## src/logic/pexc_pkg.sv

```systemverilog
// Package holding the constants and carrier types of the exception unit.
package pexc_pkg;
  // Fixed handler vectors.
  localparam logic [31:0] VEC_RESET   = 32'hbfc00000;
  localparam logic [31:0] VEC_USER_TLB_MISS    = 32'h80000000;
  localparam logic [31:0] VEC_GENERAL = 32'h80000080;
  // Register numbers on the control-register move port.
  localparam logic [4:0] REG_CONTEXT  = 5'h04;
  localparam logic [4:0] REG_FAULTING_VADDR = 5'h08;
  localparam logic [4:0] REG_STATUS   = 5'h0c;
  localparam logic [4:0] REG_CAUSE    = 5'h0d;
  localparam logic [4:0] REG_RESTART  = 5'h0e;
  localparam logic [4:0] REG_REVISION = 5'h0f;
  // Status field positions.
  localparam int ST_BOOT_VEC = 22;
  localparam int ST_TLB_OFF  = 21;
  localparam int ST_STACK_HI = 5;
  // Writable status bits; the TLB shutdown flag and reserved bits are 0.
  localparam logic [31:0] ST_WR_MASK = 32'hf05fff3f;
  // Status after reset: boot vectors selected, kernel mode, irqs off.
  localparam logic [31:0] ST_RESET = 32'h00400000;
  // Cause field positions.
  localparam int CA_DELAY   = 31;
  localparam int CA_CE_LO   = 28;
  localparam int CA_HW_LO   = 10;
  localparam int CA_SOFT_LO = 8;
  localparam int CA_CODE_LO = 2;
  // Context field positions.
  localparam int CX_BASE_LO = 21;
  localparam int CX_VPN_LO  = 2;
  // Flush counts by stage of origin.
  localparam logic [2:0] FLUSH_FETCH  = 3'h3;
  localparam logic [2:0] FLUSH_DECODE = 3'h2;
  localparam logic [2:0] FLUSH_ALU    = 3'h3;
  localparam logic [2:0] FLUSH_MEM    = 3'h4;
  localparam logic [2:0] FLUSH_WB     = 3'h5;

  // Five pipeline stages in order.
  typedef enum logic [2:0] {
    STG_FETCH  = 3'b000,
    STG_DECODE = 3'b001,
    STG_ALU    = 3'b010,
    STG_MEM    = 3'b011,
    STG_WB     = 3'b100
  } pexc_stage_t;

  // Exception report from the pipeline.
  typedef struct packed {
    logic        valid;     // Exception detected this cycle.
    pexc_stage_t stage;     // Stage in which it arose.
    logic [3:0]  code;      // Cause code.
    logic        user_tlb_miss;      // User-space TLB miss.
    logic        addrErr;   // Addressing exception, vaddr is valid.
    logic [1:0]  ce;        // Coprocessor number, for unusable faults.
    logic        inDelay;   // Faulting instruction sits in a delay slot.
    logic [31:0] pc;        // Address of the faulting instruction.
    logic [31:0] branchPc;  // Address of the preceding branch.
    logic [31:0] vaddr;     // Offending virtual address.
  } pexc_req_t;

  // Control-register move request.
  typedef struct packed {
    logic        rd;
    logic        wr;
    logic [4:0]  sel;
    logic [31:0] wdata;
  } pexc_cpreg_t;

  // Whole state of the unit.
  typedef struct packed {
    logic [31:0] status;
    logic        causeDelay;
    logic [1:0]  causeCe;
    logic [3:0]  causeCode;
    logic [1:0]  softIrq;
    logic [5:0]  hwPend;
    logic [31:0] restart;
    logic [31:0] faulting_vaddr;
    logic [10:0] ctxBase;
    logic        bootPending;
    logic        redirValid;
    logic [31:0] redirPc;
    logic [2:0]  flushCount;
    logic [4:0]  killMask;
    logic        irqRequest;
    logic [31:0] rdData;
    logic        rdValid;
  } pexc_state_t;
endpackage : pexc_pkg

```

## src/logic/pexc_unit.sv

```systemverilog
// Exception control unit: restart capture, cause, status and redirect.
`timescale 1ns/1ns

// Contract
// - Abort faulting and younger instructions, jump handler (fetch faults here abort three stages: fetch, decode, ALU).
// - Restart address takes faulting instruction address.
// - Delay slot: restart takes preceding branch address.
// - Cause holds last exception, 4-bit code.
// - Cause read-only except writable soft irq bits.
// - Status all writable except TLB shutdown flag (reserved bits 7:6 and 27:23 are also read-only here).
// - Any exception enters kernel mode.
// - Reset fetches from the boot vector.
// - User TLB miss fetches from its vector.
// - Other exceptions fetch from general vector.
// - Handler fetch starts one cycle after detection.
// - Five stages: fetch, decode, ALU, memory, write-back.
// - Flush count depends on stage of origin.
// - Addressing exceptions capture whole bad address.
// - Context shows bad address for refill handlers.
// - Revision register reports implementation and revision.
// - Mode/enable stack shifts; current pair cleared.
// - Cause shows pending hardware and software irqs.
module pexc_unit #(
  parameter logic [31:0] REVISION_ID = 32'h00000a01  // Arbitrary value.
) (
  // Clock and reset.
  input  wire logic                 ref_clk,
  input  wire logic                 resetn,
  // Exception reports and interrupt lines.
  input  wire pexc_pkg::pexc_req_t  excReq,
  input  wire logic [5:0]           hwIrq,
  input  wire logic                 tlbShutdown,
  // Control-register move port.
  input  wire pexc_pkg::pexc_cpreg_t cpReg,
  output logic [31:0]               rdData,
  output logic                      rdValid,
  // Pipeline control.
  output logic                      redirValid,
  output logic [31:0]               redirPc,
  output logic [2:0]                flushCount,
  output logic [4:0]                killMask,
  output logic                      irqRequest,
  output logic                      kernelMode
);

  // Reset asserts at once but releases two edges late, so that every
  // flop of the unit leaves reset on the same clock edge.
  logic [1:0]            rstPipe;  // Reset release synchroniser.
  logic                  rstN;     // Synchronised reset, active low.
  pexc_pkg::pexc_state_t st;       // Registered state.
  pexc_pkg::pexc_state_t next_st;  // Next state.

  // Flush count per stage of origin.
  function automatic logic [2:0] flushFor(input pexc_pkg::pexc_stage_t s);
    case (s)
      pexc_pkg::STG_FETCH:  flushFor = pexc_pkg::FLUSH_FETCH;
      pexc_pkg::STG_DECODE: flushFor = pexc_pkg::FLUSH_DECODE;
      pexc_pkg::STG_ALU:    flushFor = pexc_pkg::FLUSH_ALU;
      pexc_pkg::STG_MEM:    flushFor = pexc_pkg::FLUSH_MEM;
      default:              flushFor = pexc_pkg::FLUSH_WB;
    endcase
  endfunction : flushFor

  // Kill mask: the lowest flushCount stages, youngest first.
  // Bit 0 is fetch and bit 4 write-back, so the mask grows from the
  // youngest end; the shift is one bit wider so that five cannot wrap.
  function automatic logic [4:0] maskFor(input logic [2:0] n);
    maskFor = 5'((6'h01 << n) - 6'h01);
  endfunction : maskFor

  // Assemble the cause register from its fields.
  function automatic logic [31:0] causeWord(input pexc_pkg::pexc_state_t s);
    causeWord = 32'h00000000;
    causeWord[pexc_pkg::CA_DELAY] = s.causeDelay;
    causeWord[pexc_pkg::CA_CE_LO +: 2] = s.causeCe;
    causeWord[pexc_pkg::CA_HW_LO +: 6] = s.hwPend;
    causeWord[pexc_pkg::CA_SOFT_LO +: 2] = s.softIrq;
    causeWord[pexc_pkg::CA_CODE_LO +: 4] = s.causeCode;
  endfunction : causeWord

  // Reset is released through two flops; the second alone is used.
  always_ff @(posedge ref_clk or negedge resetn) begin
    if (!resetn) begin
      rstPipe <= 2'h0;
    end else begin
      rstPipe <= {rstPipe[0], 1'b1};
    end
  end
  assign rstN = rstPipe[1];

  // Next-state logic for the whole unit.
  always_comb begin
    logic [31:0] stw;
    logic [31:0] ctx;
    stw = 32'h00000000;
    ctx = 32'h00000000;
    next_st = st;
    next_st.redirValid = 1'b0;
    next_st.rdValid = 1'b0;
    // Pending lines are level-sensitive and never latched.
    next_st.hwPend = hwIrq;
    // The shutdown flag is hardware-owned and sticks until reset.
    if (tlbShutdown) begin
      next_st.status[pexc_pkg::ST_TLB_OFF] = 1'b1;
    end
    // Software writes; the read-only bits are protected by masks.
    if (cpReg.wr) begin
      if (cpReg.sel == pexc_pkg::REG_STATUS) begin
        // Only bits in ST_WR_MASK take the write; the shutdown flag and reserved bits hold.
        next_st.status = (cpReg.wdata & pexc_pkg::ST_WR_MASK)
                       | (next_st.status & ~pexc_pkg::ST_WR_MASK);
      end else if (cpReg.sel == pexc_pkg::REG_CAUSE) begin
        // Only the software irq bits of the cause register move.
        next_st.softIrq = cpReg.wdata[pexc_pkg::CA_SOFT_LO +: 2];
      end else if (cpReg.sel == pexc_pkg::REG_CONTEXT) begin
        // The table base is software's; the page part is hardware's.
        next_st.ctxBase = cpReg.wdata[pexc_pkg::CX_BASE_LO +: 11];
      end else begin
        // Other numbers are read-only or unmapped; the write is lost.
        next_st.rdValid = 1'b0;
      end
    end
    // An exception overrides bits 5:0 of a same-cycle software status write; the other bits still land.
    if (st.bootPending) begin
      // First action after reset: fetch from the boot vector.
      next_st.bootPending = 1'b0;
      next_st.redirValid = 1'b1;
      next_st.redirPc = pexc_pkg::VEC_RESET;
      next_st.flushCount = pexc_pkg::FLUSH_WB;
      next_st.killMask = maskFor(pexc_pkg::FLUSH_WB);
    end else if (excReq.valid) begin
      // Abort the faulter and all younger work one cycle later; a fetch fault also kills decode and ALU.
      next_st.redirValid = 1'b1;
      next_st.flushCount = flushFor(excReq.stage);
      next_st.killMask = maskFor(flushFor(excReq.stage));
      // Vector choice: user TLB miss or the general vector.
      if (excReq.user_tlb_miss) begin
        next_st.redirPc = pexc_pkg::VEC_USER_TLB_MISS;
      end else begin
        next_st.redirPc = pexc_pkg::VEC_GENERAL;
      end
      // Restart address, corrected for the delay slot.
      if (excReq.inDelay) begin
        next_st.restart = excReq.branchPc;
      end else begin
        next_st.restart = excReq.pc;
      end
      next_st.causeDelay = excReq.inDelay;
      next_st.causeCode = excReq.code;
      next_st.causeCe = excReq.ce;
      // Addressing faults keep the whole address.
      if (excReq.addrErr) begin
        next_st.faulting_vaddr = excReq.vaddr;
      end
      // Shift the mode/enable stack and clear the current pair.
      stw = next_st.status;
      stw[pexc_pkg::ST_STACK_HI -: 4] = st.status[3:0];
      stw[1:0] = 2'b00;
      next_st.status = stw;
    end
    // Interrupt request toward the pipeline: pending, masked, enabled.
    // A fault in the same cycle wins and the request drops for it; the
    // fault also clears status bit 0, so the levels ask again only once it is set again.
    next_st.irqRequest = st.status[0]
      & (|({st.hwPend, st.softIrq} & st.status[15:8])) & ~excReq.valid;
    // Register reads answer on the next edge.
    // Reads see the state before this edge's update, so a read in the
    // same cycle as an exception returns the older contents.
    if (cpReg.rd) begin
      next_st.rdValid = 1'b1;
      ctx[pexc_pkg::CX_BASE_LO +: 11] = st.ctxBase;
      ctx[pexc_pkg::CX_VPN_LO +: 19] = st.faulting_vaddr[30:12];
      if (cpReg.sel == pexc_pkg::REG_STATUS) begin
        next_st.rdData = st.status;
      end else if (cpReg.sel == pexc_pkg::REG_CAUSE) begin
        next_st.rdData = causeWord(st);
      end else if (cpReg.sel == pexc_pkg::REG_RESTART) begin
        next_st.rdData = st.restart;
      end else if (cpReg.sel == pexc_pkg::REG_FAULTING_VADDR) begin
        next_st.rdData = st.faulting_vaddr;
      end else if (cpReg.sel == pexc_pkg::REG_CONTEXT) begin
        next_st.rdData = ctx;
      end else if (cpReg.sel == pexc_pkg::REG_REVISION) begin
        next_st.rdData = REVISION_ID;
      end else begin
        next_st.rdData = 32'h00000000;  // Unmapped numbers read zero.
      end
    end
  end

  // State register; reset leaves a boot redirect pending.
  // Keeping it as a state bit keeps every output a plain flop, at the
  // cost of ignoring an exception reported in that single cycle.
  always_ff @(posedge ref_clk or negedge rstN) begin
    if (!rstN) begin
      st <= '0;
      st.status <= pexc_pkg::ST_RESET;
      st.bootPending <= 1'b1;
    end else begin
      st <= next_st;
    end
  end

  // Outputs come straight from the state flops.
  assign rdData = st.rdData;
  assign rdValid = st.rdValid;
  assign redirValid = st.redirValid;
  assign redirPc = st.redirPc;
  assign flushCount = st.flushCount;
  assign killMask = st.killMask;
  assign irqRequest = st.irqRequest;
  assign kernelMode = ~st.status[1];
endmodule : pexc_unit

```

## config.mk

```make
export PLATFORM = sky130hd
export DESIGN_NAME = pexc_unit
export DESIGN_NICKNAME = d
export VERILOG_FILES = /design/src/logic/pexc_pkg.sv /design/src/logic/pexc_unit.sv
export SDC_FILE = /design/constraint.sdc
export NUM_CORES = 1
export LEC_CHECK = 0
export ABC_CLOCK_PERIOD_IN_PS = 5150
export BUFFER_PORTS_ARGS = -buffer_cell sky130_fd_sc_hd__buf_2
export CAP_MARGIN = 15
export CELL_PAD_IN_SITES_DETAIL_PLACEMENT = 2
export CELL_PAD_IN_SITES_GLOBAL_PLACEMENT = 2
export CORE_ASPECT_RATIO = 2
export CORE_MARGIN = 5
export CORE_UTILIZATION = 30
export CTS_BUF_LIST = sky130_fd_sc_hd__clkbuf_4
export DETAILED_ROUTE_END_ITERATION = 16
export PLACE_DENSITY_LB_ADDON = 0.1
export SLEW_MARGIN = 30
export SYNTH_ARGS = -nofsm -noshare
export SYNTH_HDL_FRONTEND = slang
export SYNTH_SLANG_ARGS = --single-unit
```

## constraint.sdc

```tcl
create_clock -name ref_clk -period 5.15 [get_ports ref_clk]
set_input_delay 0.7725 -clock ref_clk [delete_from_list [all_inputs] [get_ports ref_clk]]
set_output_delay 0.7725 -clock ref_clk [all_outputs]
set_load 0.05 [all_outputs]
```

==> results by group <==
Outcome
  • Status: finished clean

Finish
  • Layout cells sized above 1: 0.383
  • Final net count: 995
  • Fillers: 2,830
  • Layout Utilization: 0.351
  • Area growth, synth to finish: 16.3%

Synth
  • Cell count after synthesis: 697
  • Number of enable flip-flop cells after synthesis: 0
  • Top cell type's share of synthesized area: 0.516
  • Most frequent cell after synthesis: dfrtp_1
  • Mux contribution to synthesized area: 0.159
  • Sequential area share after synthesis: 0.523
  • Top_reg_cell synth: dfrtp_1
  • Synthesized-area fraction occupied by ao, oa, aoi and oai cells: 0.125
  • Simple-gate portion of the synthesized area: 0.0914
  • Synth cell count leaders: dfrtp_1 (159), buf_4 (73), nand2_1 (64)
  • Post-synth design cell area: 7710 um^2
  • Largest family of logic cells by synthesized area: multiplexers
  • Cell taking the most area after synthesis: dfrtp_1
  • Mapped Avg Cell Area: 11.1 um^2
  • Synthesized flop and latch total: 161
  • Largest cells by area after synthesis: dfrtp_1 (52%), mux2_2 (7.7%), buf_4 (7.1%)
  • Synth unique cells: 48
  • Yosys warning count: 0
  • Adder-Cell Fraction of Synth Area: 0
  • Synth Area in XOR/XNOR: 0
  • Async S/R FF share, synth: 1.00

Clock network
  • Clk pin slew, worst setup/hold paths: 130 ps
  • Clk_lat worst skew: 600 ps
  • PostCTS Resize Cnt: 0
  • Max Root-Sink Buffers: 2
  • Post-CTS Setup Repair Bufs: 0
  • CTS H-tree lvls: 4
  • CTS Sinks: 161
  • CTS root buf: clkbuf_4
  • TritonCTS clock tree: yes
  • Num CTS Buffers: 17
  • Post-CTS Hold Buffers: 1

Timing
  • Final period utilization: 0.489
  • Max Freq: 397 MHz
  • Setup TNS: 0 ps
  • Slew Limit Fails: 0
  • Final Hold Viols: 0
  • Worst slew pin tran: 878 ps
  • Setup Skew: 14.3 ps
  • RSZ-0062 raised after global routing: false
  • Relative slew slack: 0.415
  • Min Tclk post-route: 2520 ps
  • Final setup viols: 0

Setup path
  • R2R setup slack: 3220 ps
  • Critical Path Start Type: input pin
  • WS Path Type: input pin to register
  • CP arrival: 3000 ps
  • Reg2Reg Depth: 4
  • Worst path cell trace: buf_2 > or3_4 > nor3b_4 > buf_4 > nand2_2 > mux2_4
  • R2r startpoint: st[75]
  • Required time of the critical path: 5630 ps
  • Crit end category: register
  • CP max FO: 29
  • Max stage delay on crit path: 510 ps
  • Reg-to-reg endpoint: st[107]
  • Worst path slowest cell: or3_4

Floorplan
  • Core area: 25,500 um^2
  • Initial Util: 0.302
  • Ports: 233
  • Die H: 237 um
  • # rows: 83
  • DIE WIDTH: 123 um
  • Die area: 29,200 um^2

Worst hold path
  • Hold Crit Start: hwIrq[0]
  • Worst hold path depth: 1
  • Hold EP: st[151]
  • HP Class: input pin to register

Route
  • DRT iter0 DRCs: 227
  • DRT Pass-1 Iters: 5
  • Vias per std cell: 4.84
  • DRC Markers: 0
  • Drt wl/cell: 21.7 um
  • Final WL: 25.9 mm
  • Antenna-violating nets left: 0
  • Vias: 5,771

Global route
  • Largest net degree at the start of global routing: 98
  • GRT Total Usage: 0.184
  • Global-route wire length before repair: 40.0 mm
  • Initial antenna violation count: 3
  • Vias in the first global route: 6,920
  • Gr ovfl total: 0

Run
  • Max Cap Violations: 0

Power and ir drop
  • Leakage power: 0.00430 uW
  • Power Density: 336 nW/um^2
  • Net Sw Frac: 0.309
  • Switching pwr: 932 uW
  • Combinational fraction of design power: 0.184
  • VDD IR max: 130 uV
  • Seq pwr share: 0.519
  • Clk network pwr share: 0.297
  • Pint: 2080 uW

Placed design
  • I/O Buffers: 208
  • Dpl hpwl: 19.9 mm
  • Routability cong.: 0.751
## cell type report
| type | count | area [um^2] | area share |
|---|---|---|---|
| multi-input combinational | 432 | 3000 | 0.335 |
| tap | 340 | 425 | 0.0475 |
| antenna | 2 | 5.00 | 0.000558 |
| clock buffer | 19 | 143 | 0.0159 |
| timing repair buffer | 218 | 1130 | 0.126 |
| clock inverter | 13 | 191 | 0.0214 |
| sequential | 161 | 4040 | 0.450 |
| inverter | 8 | 30.0 | 0.00335 |
## cells by family (layout without fill, tap and decap cells)
logic type | count (synthesis) | after routing
multiplexers | 111 | 111
flip-flops | 161 | 161
other | 2 | 26
AND/OR/NAND/NOR | 141 | 141
AO/OA/AOI/OAI | 156 | 156
buffers and inverters | 126 | 258
## state kept, by name (all words and copies together), names as in the netlist
register / cells
redirPc: 2
st: 116
flushCount: 2
killMask: 4
rdData: 32
rdValid: 1
irqRequest: 1
rstPipe: 2
redirValid: 1
## critical path, delay by kind of cell
| family | cells | cell delay (ps) |
|---|---|---|
| and+or+nand+nor | 3 | 1100 |
| muxes | 1 | 420 |
| buffers and inverters | 2 | 690 |
## per-stage QoR
stage | power, uW | std cells | area, um^2 | hold slack (ps) | setup WS [ps]
after floorplan | 1970 | 719 | 7790 | 331 | 335
after detailed placement | 2160 | 1158 | 8610 | 341 | 1980
after global placement | 2130 | 1158 | 8610 | 338 | 2040
final | 3010 | 1193 | 8960 | 275 | 2630
after global routing | 3180 | 1193 | 8960 | 188 | 2600
after CTS | 3070 | 1191 | 8950 | 190 | 2690
## power groups by stage
stage	Combinational, uW	Sequential, uW	Clock [uW]
finish	554	1570	895
global route	608	1590	983
CTS	569	1570	935
detailed placement	565	1600	0
global placement	545	1590	0
floorplan	430	1550	0
## layout by cell type (no fill, tap or decap), drive strengths merged, types with 3 or more instances in the layout
cell type and n:
nor2b 5, nand2 65, o22ai 3, nand4 3, nand2b 6, mux2i 48
nor3 3, bufinv 5, mux2 63, clkbuf 19, a22oi 30, nand3b 3
conb 24, a31oi 9, and3 3, inv 8, nor2 23, nand3 15
buf 217, a21oi 39, a222oi 9, dfrtp 159, clkinv 8, o21ai 52
## how the worst max path moves through the flow
stage / endpoint / slack, ps / startpoint / depth (start not counted)
3_3_place_gp: st[82] / 2040 / cpReg[32] / 6
4_1_cts: st[77] / 2690 / cpReg[32] / 6
2_1_floorplan: flushCount[0] / 340 / rstPipe[1] / 0
6_report: st[85] / 2630 / cpReg[32] / 6
3_5_place_dp: st[80] / 1980 / cpReg[32] / 6
5_1_grt: st[83] / 2600 / cpReg[32] / 6
## metal layers
metal	GRT usage	wire length, um	vias to the layer above
li1	-	-	2663
met1	0.186	8930	2917
met2	0.360	15200	165
met3	0.0457	1280	24
met4	0.0514	463	2
met5	0	13	-
No activity file was read; power rests on OpenSTA's default activity.
